--- src/rss_params.svh ---
`ifndef RSS_PARAMS_SVH
`define RSS_PARAMS_SVH

// ****************************************************************
// Register byte addresses
// ****************************************************************
`define RSS_ADR_CONFIG   8'h00
`define RSS_ADR_FLAGS    8'h04
`define RSS_ADR_STATUS   8'h08
`define RSS_ADR_CLEAR    8'h0c
`define RSS_ADR_ENABLE   8'h10
`define RSS_ADR_KEEP     8'h14
`define RSS_ADR_USER     8'h18

// ****************************************************************
// Field positions and reset values
// ****************************************************************
`define RSS_CFG_POWER_UP_TIMER_EN  0
`define RSS_CFG_OSC_LO   1
`define RSS_CFG_OSC_HI   2
`define RSS_CONFIG_RESET 3'h7
`define RSS_USER_RESET   8'h00
`define RSS_FLG_EXPIRY   0
`define RSS_FLG_PDOWN    1
`define RSS_FLG_CHIPRST  2
`define RSS_FLG_POWER_UP_TIMER     3
`define RSS_FLG_OST      4
`define RSS_FLG_MASTER_CLEAR_PIN     5

// ****************************************************************
// Event bits of the status, clear and enable registers
// ****************************************************************
`define RSS_EV_POR       0
`define RSS_EV_MASTER_CLEAR_PIN_RUN  1
`define RSS_EV_MASTER_CLEAR_PIN_SLP  2
`define RSS_EV_WDT_RST   3
`define RSS_EV_WDT_WAKE  4
`define RSS_EV_BROWNOUT  5
`define RSS_EV_PARITY    6
`define RSS_EV_INT_WAKE  7
`define RSS_NUM_EV       8

// ****************************************************************
// Timing
// ****************************************************************
`define RSS_CLK_MHZ       100
`define RSS_POWER_UP_TIMER_MS       72
`define RSS_OST_COUNT     1024
`define RSS_FILTER_NS     200
`define RSS_FILTER_CYCLES ((`RSS_FILTER_NS * `RSS_CLK_MHZ + 999) / 1000)

`endif

--- src/rss_pkg.sv ---
package rss_pkg;

	typedef enum logic [3:0] {
		RSS_ST_RUN      = 4'h1,
		RSS_ST_POWER_UP_TIMER     = 4'h2,
		RSS_ST_OST      = 4'h4,
		RSS_ST_WAKE_OST = 4'h8
	} rss_state_e;

	typedef enum logic [1:0] {
		RSS_OSC_LOW_POWER  = 2'h0,
		RSS_OSC_STANDARD   = 2'h1,
		RSS_OSC_HIGH_SPEED = 2'h2,
		RSS_OSC_RES_CAP    = 2'h3
	} rss_osc_e;

endpackage

--- src/rss_filter.sv ---
`timescale 1ns/10ps
`include "rss_params.svh"

module rss_filter (
	// Clock and reset
	input  wire logic clock_i,
	input  wire logic rst_i,
	// Pin level in and filtered level out
	input  wire logic raw_i,
	output logic      filtered_o
);

	localparam logic [7:0] LAST = 8'(`RSS_FILTER_CYCLES - 1);

	logic [7:0] count;

	// A new level is accepted only after it has stood for the whole
	// filter time; any shorter pulse restarts the count and is dropped.
	always_ff @(posedge clock_i) begin
		if (rst_i) begin
			filtered_o <= 1'b1;
			count      <= 8'h00;
		end else if (raw_i == filtered_o) begin
			count <= 8'h00;
		end else if (count == LAST) begin
			filtered_o <= raw_i;
			count      <= 8'h00;
		end else begin
			count <= count + 8'h01;
		end
	end

endmodule

--- src/rss_sequencer.sv ---
// The Wishbone slave port and the placing of the registers were left to the implementer.
`timescale 1ns/10ps
`include "rss_params.svh"

// How it works
// - Six reset causes are told apart.
// - Retained register untouched by every reset.
// - Reset-state register reloads on every reset.
// - Watchdog wake-up reinitialises nothing.
// - Expiry and powerdown flags identify reset kind.
// - Flag values per cause, running clear unchanged.
// - Short master-clear pulses are filtered out.
// - Watchdog reset never drives master-clear pin.
// - Supply rise makes a power-on pulse.
// - Power-up timer runs from power-on only.
// - Chip held in reset while power-up timer runs.
// - Configuration bit skips power-up timer.
// - Start-up timer counts 1024 oscillator cycles.
// - Start-up timer: crystal modes, power-on, wake.
// - Clock-out gives oscillator divided by four, RC mode only.
// - Two bits select four oscillator modes.
// - Delays run regardless of master-clear pin.
module rss_sequencer
	import rss_pkg::*;
#(
	parameter int unsigned POWER_UP_TIMER_CYCLES = `RSS_POWER_UP_TIMER_MS * 1000 * `RSS_CLK_MHZ
) (
	// Clock and reset
	input  wire logic        clock_i,
	input  wire logic        rst_i,
	// Wishbone slave
	input  wire logic        wb_cyc_i,
	input  wire logic        wb_stb_i,
	input  wire logic        wb_we_i,
	input  wire logic [7:0]  wb_adr_i,
	input  wire logic [3:0]  wb_sel_i,
	input  wire logic [31:0] wb_dat_i,
	output logic [31:0]      wb_dat_o,
	output logic             wb_ack_o,
	// Reset sources
	input  wire logic        supply_ok_i,
	input  wire logic        master_clear_pin_n_i,
	input  wire logic        watchdog_timeout_i,
	input  wire logic        brownout_reset_i,
	input  wire logic        parity_error_reset_i,
	input  wire logic        wake_interrupt_i,
	input  wire logic        sleeping_i,
	// Oscillator
	input  wire logic        oscillator_input_i,
	output logic             clock_out_pin_o,
	// Results
	output logic             chip_reset_o,
	output logic             core_hold_o,
	output logic             expiry_flag_o,
	output logic             powerdown_flag_o,
	output logic             irq_o
);

	// ****************************************************************
	// Declarations
	// ****************************************************************
	localparam logic [10:0] OST_LAST = 11'(`RSS_OST_COUNT - 1);

	rss_state_e                 state;
	rss_state_e                 next_state;
	rss_osc_e                   osc_mode;
	logic [2:0]                 config_reg;
	logic [7:0]                 keep_reg;
	logic [7:0]                 user_reg;
	logic [`RSS_NUM_EV-1:0]     status;
	logic [`RSS_NUM_EV-1:0]     enable;
	logic [`RSS_NUM_EV-1:0]     events;
	logic [31:0]                power_up_timer_count;
	logic [10:0]                ost_count;
	logic                       supply_prev;
	logic                       master_clear_pin_filtered;
	logic                       master_clear_pin_prev;
	logic                       osc_prev;
	logic                       clk_div;
	logic                       crystal;
	logic                       osc_rise;
	logic                       por_pulse;
	logic                       master_clear_pin_fall;
	logic                       wdt_reset;
	logic                       wdt_wake;
	logic                       int_wake;
	logic                       any_reset;
	logic                       power_up_timer_done;
	logic                       ost_done;
	logic                       bus_req;
	logic                       bus_wr;
	logic [31:0]                read_data;

	function automatic logic is_crystal(input rss_osc_e mode);
		return mode != RSS_OSC_RES_CAP;
	endfunction

	function automatic logic wr_hit(input logic [7:0] adr, input logic [7:0] want);
		return adr == want;
	endfunction

	// ****************************************************************
	// Master-clear noise filter
	// ****************************************************************
	rss_filter u_filter (
		.clock_i    (clock_i),
		.rst_i      (rst_i),
		.raw_i      (master_clear_pin_n_i),
		.filtered_o (master_clear_pin_filtered)
	);

	// ****************************************************************
	// Event decode
	// ****************************************************************
	assign osc_mode  = rss_osc_e'({config_reg[`RSS_CFG_OSC_HI], config_reg[`RSS_CFG_OSC_LO]});
	assign crystal   = is_crystal(osc_mode);
	assign osc_rise  = oscillator_input_i & ~osc_prev;
	assign por_pulse = supply_ok_i & ~supply_prev;
	assign master_clear_pin_fall = ~master_clear_pin_filtered & master_clear_pin_prev;
	assign wdt_reset = watchdog_timeout_i & ~sleeping_i;
	assign wdt_wake  = watchdog_timeout_i & sleeping_i;
	assign int_wake  = wake_interrupt_i & sleeping_i;
	assign any_reset = por_pulse | master_clear_pin_fall | wdt_reset | brownout_reset_i
		| parity_error_reset_i;
	assign power_up_timer_done = power_up_timer_count == POWER_UP_TIMER_CYCLES - 1;
	assign ost_done  = osc_rise && ost_count == OST_LAST;
	assign bus_req   = wb_cyc_i & wb_stb_i & ~wb_ack_o;
	assign bus_wr    = wb_cyc_i & wb_stb_i & wb_ack_o & wb_we_i & wb_sel_i[0];

	always_comb begin
		events[`RSS_EV_POR]      = por_pulse;
		events[`RSS_EV_MASTER_CLEAR_PIN_RUN] = master_clear_pin_fall & ~sleeping_i;
		events[`RSS_EV_MASTER_CLEAR_PIN_SLP] = master_clear_pin_fall & sleeping_i;
		events[`RSS_EV_WDT_RST]  = wdt_reset;
		events[`RSS_EV_WDT_WAKE] = wdt_wake;
		events[`RSS_EV_BROWNOUT] = brownout_reset_i;
		events[`RSS_EV_PARITY]   = parity_error_reset_i;
		events[`RSS_EV_INT_WAKE] = int_wake;
	end

	always_ff @(posedge clock_i) begin
		if (rst_i) begin
			supply_prev <= 1'b0;
			master_clear_pin_prev   <= 1'b1;
			osc_prev    <= 1'b0;
		end else begin
			supply_prev <= supply_ok_i;
			master_clear_pin_prev   <= master_clear_pin_filtered;
			osc_prev    <= oscillator_input_i;
		end
	end

	// ****************************************************************
	// Start-up sequence
	// ****************************************************************
	// The power-on pulse restarts the sequence from any state except RSS_ST_OST
	// with the power-up timer off, where the start-up count runs on; the master-clear
	// level plays no part in it, so timers can expire while the pin is still held low.
	always_comb begin
		next_state = state;
		case (state)
			RSS_ST_RUN: begin
				if (wdt_wake | int_wake | master_clear_pin_fall & sleeping_i) begin
					next_state = crystal ? RSS_ST_WAKE_OST : RSS_ST_RUN;
				end
			end
			RSS_ST_POWER_UP_TIMER: begin
				if (power_up_timer_done) begin
					next_state = crystal ? RSS_ST_OST : RSS_ST_RUN;
				end
			end
			RSS_ST_OST, RSS_ST_WAKE_OST: begin
				if (ost_done) begin
					next_state = RSS_ST_RUN;
				end
			end
			default: begin
				next_state = RSS_ST_RUN;
			end
		endcase
		if (por_pulse) begin
			if (config_reg[`RSS_CFG_POWER_UP_TIMER_EN]) begin
				next_state = RSS_ST_POWER_UP_TIMER;
			end else begin
				next_state = crystal ? RSS_ST_OST : RSS_ST_RUN;
			end
		end
	end

	always_ff @(posedge clock_i) begin
		if (rst_i) begin
			state <= RSS_ST_RUN;
		end else begin
			state <= next_state;
		end
	end

	always_ff @(posedge clock_i) begin
		if (rst_i || state != RSS_ST_POWER_UP_TIMER || por_pulse) begin
			power_up_timer_count <= 32'h0;
		end else if (!power_up_timer_done) begin
			power_up_timer_count <= power_up_timer_count + 32'h1;
		end
	end

	always_ff @(posedge clock_i) begin
		if (rst_i || next_state != state) begin
			ost_count <= 11'h000;
		end else if (osc_rise) begin
			ost_count <= ost_count + 11'h001;
		end
	end

	// ****************************************************************
	// Reset outputs
	// ****************************************************************
	// The watchdog reset only reaches the internal reset; the pin is an
	// input here and is never driven.
	always_ff @(posedge clock_i) begin
		if (rst_i) begin
			chip_reset_o <= 1'b1;
			core_hold_o  <= 1'b0;
		end else begin
			chip_reset_o <= ~master_clear_pin_filtered | por_pulse | wdt_reset | brownout_reset_i
				| parity_error_reset_i
				| next_state == RSS_ST_POWER_UP_TIMER | next_state == RSS_ST_OST;
			core_hold_o  <= next_state == RSS_ST_WAKE_OST;
		end
	end

	// ****************************************************************
	// Expiry and powerdown flags
	// ****************************************************************
	// Brown-out leaves both flags alone, as does a running master clear.
	always_ff @(posedge clock_i) begin
		if (rst_i) begin
			expiry_flag_o    <= 1'b1;
			powerdown_flag_o <= 1'b1;
		end else if (por_pulse | parity_error_reset_i) begin
			expiry_flag_o    <= 1'b1;
			powerdown_flag_o <= 1'b1;
		end else if (wdt_reset) begin
			expiry_flag_o    <= 1'b0;
			powerdown_flag_o <= 1'b1;
		end else if (wdt_wake) begin
			expiry_flag_o    <= 1'b0;
			powerdown_flag_o <= 1'b0;
		end else if (int_wake | master_clear_pin_fall & sleeping_i) begin
			expiry_flag_o    <= 1'b1;
			powerdown_flag_o <= 1'b0;
		end
	end

	// ****************************************************************
	// Clock output
	// ****************************************************************
	// Toggling every second oscillator rise gives one output period per
	// four oscillator periods; the pin is low in crystal modes.
	always_ff @(posedge clock_i) begin
		if (rst_i || crystal) begin
			clk_div         <= 1'b0;
			clock_out_pin_o <= 1'b0;
		end else if (osc_rise) begin
			clk_div <= ~clk_div;
			if (clk_div) begin
				clock_out_pin_o <= ~clock_out_pin_o;
			end
		end
	end

	// ****************************************************************
	// Software registers
	// ****************************************************************
	always_ff @(posedge clock_i) begin
		if (rst_i) begin
			config_reg <= `RSS_CONFIG_RESET;
			enable     <= '0;
		end else if (bus_wr) begin
			if (wr_hit(wb_adr_i, `RSS_ADR_CONFIG)) begin
				config_reg <= wb_dat_i[2:0];
			end
			if (wr_hit(wb_adr_i, `RSS_ADR_ENABLE)) begin
				enable <= wb_dat_i[`RSS_NUM_EV-1:0];
			end
		end
	end

	// This register has no reset at all and keeps its value through
	// every reset cause.
	always_ff @(posedge clock_i) begin
		if (bus_wr && wr_hit(wb_adr_i, `RSS_ADR_KEEP)) begin
			keep_reg <= wb_dat_i[7:0];
		end
	end

	// Wake-ups are not in the reset set and leave this register alone.
	always_ff @(posedge clock_i) begin
		if (rst_i || any_reset) begin
			user_reg <= `RSS_USER_RESET;
		end else if (bus_wr && wr_hit(wb_adr_i, `RSS_ADR_USER)) begin
			user_reg <= wb_dat_i[7:0];
		end
	end

	// A cause arriving in the cycle of its clear stays set.
	always_ff @(posedge clock_i) begin
		if (rst_i) begin
			status <= '0;
		end else if (bus_wr && wr_hit(wb_adr_i, `RSS_ADR_CLEAR)) begin
			status <= (status & ~wb_dat_i[`RSS_NUM_EV-1:0]) | events;
		end else begin
			status <= status | events;
		end
	end

	always_ff @(posedge clock_i) begin
		if (rst_i) begin
			irq_o <= 1'b0;
		end else begin
			irq_o <= |(status & enable);
		end
	end

	// ****************************************************************
	// Wishbone read and acknowledge
	// ****************************************************************
	always_comb begin
		read_data = 32'h0;
		case (wb_adr_i)
			`RSS_ADR_CONFIG: begin
				read_data[2:0] = config_reg;
			end
			`RSS_ADR_FLAGS: begin
				read_data[`RSS_FLG_EXPIRY]  = expiry_flag_o;
				read_data[`RSS_FLG_PDOWN]   = powerdown_flag_o;
				read_data[`RSS_FLG_CHIPRST] = chip_reset_o;
				read_data[`RSS_FLG_POWER_UP_TIMER]    = state == RSS_ST_POWER_UP_TIMER;
				read_data[`RSS_FLG_OST]     = state == RSS_ST_OST | state == RSS_ST_WAKE_OST;
				read_data[`RSS_FLG_MASTER_CLEAR_PIN]    = ~master_clear_pin_filtered;
			end
			`RSS_ADR_STATUS: begin
				read_data[`RSS_NUM_EV-1:0] = status;
			end
			`RSS_ADR_ENABLE: begin
				read_data[`RSS_NUM_EV-1:0] = enable;
			end
			`RSS_ADR_KEEP: begin
				read_data[7:0] = keep_reg;
			end
			`RSS_ADR_USER: begin
				read_data[7:0] = user_reg;
			end
			default: begin
				read_data = 32'h0;
			end
		endcase
	end

	always_ff @(posedge clock_i) begin
		if (rst_i) begin
			wb_ack_o <= 1'b0;
			wb_dat_o <= 32'h0;
		end else begin
			wb_ack_o <= bus_req;
			if (bus_req && !wb_we_i) begin
				wb_dat_o <= read_data;
			end
		end
	end

endmodule

--- config.mk ---
export PLATFORM = sky130hd
export DESIGN_NAME = rss_sequencer
export DESIGN_NICKNAME = d
export VERILOG_FILES = /design/src/rss_pkg.sv /design/src/rss_filter.sv /design/src/rss_sequencer.sv
export VERILOG_INCLUDE_DIRS = /design/src /design/src/src
export SDC_FILE = /design/constraint.sdc
export NUM_CORES = 1
export LEC_CHECK = 0
export BUFFER_PORTS_ARGS = -buffer_cell sky130_fd_sc_hd__buf_2
export CAP_MARGIN = 20
export CORE_MARGIN = 2
export CORE_UTILIZATION = 40
export CTS_BUF_LIST = sky130_fd_sc_hd__clkbuf_4 sky130_fd_sc_hd__clkbuf_8 sky130_fd_sc_hd__clkbuf_16
export CTS_CLUSTER_DIAMETER = 40
export DETAILED_ROUTE_END_ITERATION = 6
export PLACE_DENSITY_LB_ADDON = 0.1
export SLEW_MARGIN = 40
export SYNTH_ARGS = -nofsm -noshare
export SYNTH_HDL_FRONTEND = slang
export SYNTH_HIERARCHICAL = 1
export SYNTH_SLANG_ARGS = --single-unit
--- constraint.sdc ---
create_clock -name clock_i -period 6.1 [get_ports clock_i]
set_clock_uncertainty 0.1 [all_clocks]
set_input_delay 0 -clock clock_i [delete_from_list [all_inputs] [get_ports clock_i]]
set_output_delay 0 -clock clock_i [all_outputs]
set_load 0.02 [all_outputs]
==> results of run 1 <==
==> power by group <==
group           total, W  internal, W  switching [W]
clock network   0.000562     0.000285       0.000277
registers       0.000744     0.000735     0.00000939
logic          0.0000967    0.0000367      0.0000600
total            0.00140      0.00106       0.000346
==> cells in the mapped netlist, types with 4 or more instances <==
master and number:
dfxtp_1 102, nor2_1 98, nand2_1 53, nand3_1 36
a21oi_1 32, xor2_1 27, buf_4 24, o21ai_0 22
mux2i_1 17, clkbuf_1 15, nor3_1 14, or3_1 13
xnor2_1 12, inv_1 10, nand4_1 10, a22oi_1 9
and3_1 8, edfxtp_1 8, nor2b_1 8, nor4_1 7
and2_1 6, a211oi_1 4, a221oi_1 4, a311oi_1 4
a31oi_1 4, buf_2 4, nand2b_1 4
==> worst reg2reg max path, stage by stage, from the launching register on <==
cell and delay, ns:
dfxtp_1 0.38, nor2b_1 0.27, o31ai_1 0.20, nor4_1 0.53, o32ai_1 0.18, a211oi_1 0.38
mux2_4 0.41, a21oi_1 0.12
==> area by class of cell <==
class / count / area (sq um)
Tap cell: 172 / 215
Fill cell: 1253 / 6640
Timing Repair Buffer: 70 / 470
Clock inverter: 6 / 47.5
Sequential cell: 110 / 2280
Clock buffer: 10 / 233
Multi-Input combinational cell: 459 / 2690
Inverter: 10 / 37.5
==> cells by family (layout without fill, tap and decap cells) <==
kind of cell               count (synthesis)  after routing  synth area share
DFF                                      110            110             0.440
AOI/OAI and AO/OA                         97             97             0.121
other                                      1             24          0.000723
buffers and inverters                     57             96            0.0628
and+or+nand+nor                          278            278             0.266
xor gates and xnor gates                  39             39            0.0659
muxes                                     18             18            0.0357
adders and majority gates                  3              3           0.00724
==> metrics by stage <==
step | hold slack (ns) | instances
floorplan | -0.00113 | 626
global placement | 0.125 | 799
detailed placement | 0.130 | 799
CTS | 0.0105 | 837
global route | 0.0357 | 837
finish | 0.0159 | 837
==> layer usage <==
| layer | part of all wire | up-vias | wire, microns |
|---|---|---|---|
| met5 | 0 | - | 0 |
| met4 | 0.0083 | 0 | 101 |
| li1 | - | 2186 | - |
| met3 | 0.044 | 8 | 536 |
| met1 | 0.48 | 2053 | 5790 |
| met2 | 0.47 | 89 | 5690 |
==> final timing paths <==
kind	slack, ns	cells after the start	to	start
max	3.48	7	ost_count[10]	u_filter/filtered_o
min	0.02	4	wb_dat_o[1]	wb_adr_i[3]
max reg2reg	3.48	7	ost_count[10]	u_filter/filtered_o
min reg2reg	0.37	2	enable[2]	enable[2]
==> what timing repair did <==
action,in CTS,in global routing
hold buffers,22,0
gates resized for setup,0,0
endpoints found under the hold margin,52,0
==> reports/summary.txt, run 1 <==
Routability Congestion: 0.796
Final setup violation count: 0
GRT Util Overall: 0.180
Max-slew headroom: 0.463
Via Count: 4336
Core area: 12600 sq um
Pins Over Slew Limit: 0
Crit-path leading delay family: compound AO/OA/AOI/OAI gates
Biggest register: power_up_timer_count
Critical-path cell list: nor2b_1 -> o31ai_1 -> nor4_1 -> o32ai_1 -> a211oi_1 -> mux2_4 -> a21oi_1
#FFs+latches synth: 110
Initial antenna violation count: 0
DPL Wire Length: 8470 microns
DRT Pass-1 Iters: 5
Post-synth EDFFs: 8
Seq/Total Area, Yosys: 0.440
Commonest non-fill, non-tap cell in the layout: dfxtp_1
Overall power: 0.00140 W
Vias in the first global route: 4107
CP bufs+invs: 0
CP max stage delay: 0.52 ns
Met1 GRT Util: 0.236
Status: finished, final reports clean
CTS sink cnt: 110
# IOs: 96
Post-route ant nets: 0
Max FFs per register: 32
Worst-Skew Late Latency: 0.36 ns
Fmax: 381 MHz
Drt total wl: 12100 microns
Final worst path period share: 0.430
CTS tree: yes
Tmin final: 2.62 ns
Placed cell areas: 5460 sq um
Via/cell ratio: 5.18
Leakage Power: 2.12 nW
Grt ovf: 0
Die height: 118 microns
Setup tns final: 0 ns
Biggest regs: power_up_timer_count x32, ost_count x11
CTS H-tree depth: 3
Slew @ Worst Pin: 0.803 ns
Critical path capture point type: flip-flop
Crit path max fanout: 11
Final WS setup: 3.48 ns
Worst hold path type: in2reg
Mapped Cells: 603
Die footprint: 13900 sq um
Yosys top cell area share: 0.394
Drt wl/cell: 14.5 microns
Num rows: 41
Share of post-route cells with drive strength above 1: 0.119
DRT iter0 DRCs: 296
Grt met2 use: 0.300
Chip width: 118 microns
Startpoint types: flip-flop
Final Cell Area: 5980 sq um
N_diodes: 0
CTS Buf Count: 9
Netlist cell types: 64
Synth Flop Type: dfxtp_1
Average cell area after synthesis: 8.60 sq um
PwrDens: 235 nW/um^2
Yosys warns: 6
IO Port Bufs: 44
Area contributors post-synth: dfxtp_1 39%, nor2_1 7.1%, edfxtp_1 4.6%, xor2_1 4.6%, nand2_1 3.8%
Synth area leader: dfxtp_1
CTS root buf: clkbuf_16
DRC Markers: 0
Commonest cells after routing, fill and taps aside: 102 x dfxtp_1, 97 x nor2_1, 53 x nand2_1
First-pass GRT wire length: 20300 microns
Layout net count: 720
Slowest cell on crit path: nor4_1
Syn-to-layout area delta: 15.3%
Clk buf depth: 2
Data required, critical path: 6.28 ns
Pre-CTS WS: 3.51 ns
Final Hold Viols: 0
Top Usage Layer GRT: met2
CTS clk-pin slew, worst paths: 0.08 ns
Pin count of the biggest net entering global routing: 44
Final core utilization: 0.474
Ys async rst share: 0
Crit Path Class: reg2reg
Max VDD drop: 190 uV
Post-Syn Area: 5180 sq um
Post-CTS Setup Bufs: 0
Max-Cap Viols: 0
CP arrival: 2.81 ns
Initial Utilization: 0.411
Met3 usage: 0.0460
RSZ-0062 raised after global routing: false
Note: power is estimated with default switching activity, not from simulation.
==> run 2, diff against run 1 <==
==> constraint.sdc (replaced) <==
create_clock -name clock_i -period 2.5 [get_ports clock_i]
set_clock_uncertainty 0.1 [all_clocks]
set_input_delay 0 -clock clock_i [delete_from_list [all_inputs] [get_ports clock_i]]
set_output_delay 0 -clock clock_i [all_outputs]
set_load 0.02 [all_outputs]
==> reports/summary.txt, run 2 (synthesis results as in run 1) <==
CTS H-tree depth: 3
Worst hold path type: in2reg
Crit. Startpoint: power_up_timer_count[1]
Hold Path Depth: 5
Final core utilization: 0.485
Routability Congestion: 0.828
CP arrival: 2.43 ns
CTS Buf Count: 9
Core area: 12600 sq um
Data required, critical path: 2.65 ns
Initial Utilization: 0.411
Biggest register: power_up_timer_count
IO Port Bufs: 44
Gate power share: 0.068
R2r setup slk: 0.22 ns
Final setup violation count: 0
Startpoint types: flip-flop
Leakage Power: 2.21 nW
Die footprint: 13900 sq um
Pre-CTS WS: 0.107 ns
Pins Over Slew Limit: 0
Clk buf depth: 2
CTS clk-pin slew, worst paths: 0.08 ns
Drt wl/cell: 14.4 microns
Fin cells: 856
PwrDens: 572 nW/um^2
CTS root buf: clkbuf_16
DRT Pass-1 Iters: 5
Slew @ Worst Pin: 0.603 ns
Layout net count: 739
Chip width: 118 microns
Final Hold Viols: 0
Fmax: 439 MHz
Via Count: 4474
Die height: 118 microns
Psw: 0.000865 W
Crit Path Class: reg2reg
N_diodes: 0
Setup tns final: 0 ns
Max-Cap Viols: 0
Commonest cells after routing, fill and taps aside: 102 x dfxtp_1, 98 x nor2_1, 53 x nand2_1
Crit path max fanout: 6
Max VDD drop: 529 uV
Slowest cell on crit path: nor4_4
Drt total wl: 12300 microns
Biggest regs: power_up_timer_count x32, ost_count x11
Internal Power: 0.00264 W
Beginning of the worst register-to-register path: power_up_timer_count[1]
Commonest non-fill, non-tap cell in the layout: dfxtp_1
CTS tree: yes
CTS sink cnt: 110
Initial antenna violation count: 0
First-pass GRT wire length: 20500 microns
RSZ-0062 raised after global routing: false
Via/cell ratio: 5.23
Syn-to-layout area delta: 18.1%
DPL Wire Length: 8830 microns
FF-to-FF path depth: 8
Sequential share of power: 0.518
Num rows: 41
Share of post-route cells with drive strength above 1: 0.139
Grt ovf: 0
Worst-Skew Late Latency: 0.35 ns
Clock share of power: 0.414
DRC Markers: 0
DRT iter0 DRCs: 350
Status: finished, final reports clean
Final worst path period share: 0.912
Final WS setup: 0.220 ns
Tmin final: 2.28 ns
Post-Place Cells: 817
RR Endpoint: power_up_timer_count[7]
Switch share: 0.247
Vias in the first global route: 4143
Max FFs per register: 32
Post-route ant nets: 0
Max-slew headroom: 0.594
GRT Util Overall: 0.182
# IOs: 96
CP max stage delay: 0.45 ns
Critical-path cell list: ha_1 -> nand3_2 -> nor4_4 -> buf_4 -> and4b_1 -> nand3_1 -> xor2_1 -> nor2_1
FILL cells: 1252
Pin count of the biggest net entering global routing: 33
Critical path capture point type: flip-flop
Worst Setup EP: power_up_timer_count[7]
## run 2: power by group through the flow
stage                     logic (W)  registers (W)  clock network (W)
after global placement     0.000207        0.00186                  0
after global routing       0.000263        0.00182            0.00155
after detailed placement   0.000210        0.00186                  0
after floorplan            0.000161        0.00186                  0
final                      0.000239        0.00182            0.00145
after CTS                  0.000237        0.00182            0.00149
## run 2: cell type report
type,instances,area [sq um],area share
multi-input combinational,459,2670,0.437
clock buffer,10,250,0.0409
inverter,10,37.5,0.00613
clock inverter,6,48.8,0.00797
tap,172,215,0.0351
sequential,110,2280,0.373
timing repair buffer,89,616,0.101
## run 2: how the worst min path moves through the flow
stage / from / to
6_report: wb_we_i / wb_dat_o[4]
5_1_grt: wb_we_i / wb_dat_o[4]
4_1_cts: wb_we_i / wb_dat_o[4]
3_5_place_dp: wb_dat_i[5] / keep_reg[5]
3_3_place_gp: supply_ok_i / supply_prev
2_1_floorplan: wb_dat_i[0] / keep_reg[0]
## run 2: routing by layer
layer  up-vias  track usage  part of all wire
li1       2221            -                 -
met4         0       0.0437             0.012
met5         -            0                 0
met1      2111        0.250              0.48
met2       129        0.286              0.44
met3        13       0.0475             0.058
## run 2: critical path, delay by kind of cell, from the launching register on
family / cells / cell delay (ns)
xor+xnor: 1 / 0.15
buf+inv: 1 / 0.21
simple gates: 5 / 1.02
flops: 1 / 0.39
fa+ha+maj: 1 / 0.31
## run 2: what timing repair did
item	CTS	global route
hold buffers	23	0
endpoints found under the hold margin	55	0
resized for setup	0	2
setup endpoints to repair	0	11
buffers inserted	0	0
## run 2: stage by stage
step / total power, W / instance area [sq um] / hold WS [ns]
final: 0.00350 / 6120 / 0.0238
after global routing: 0.00364 / 6120 / 0.0447
after CTS: 0.00354 / 6110 / 0.00962
after detailed placement: 0.00207 / 5580 / 0.142
after global placement: 0.00206 / 5580 / 0.137
after floorplan: 0.00202 / 5270 / -0.00113
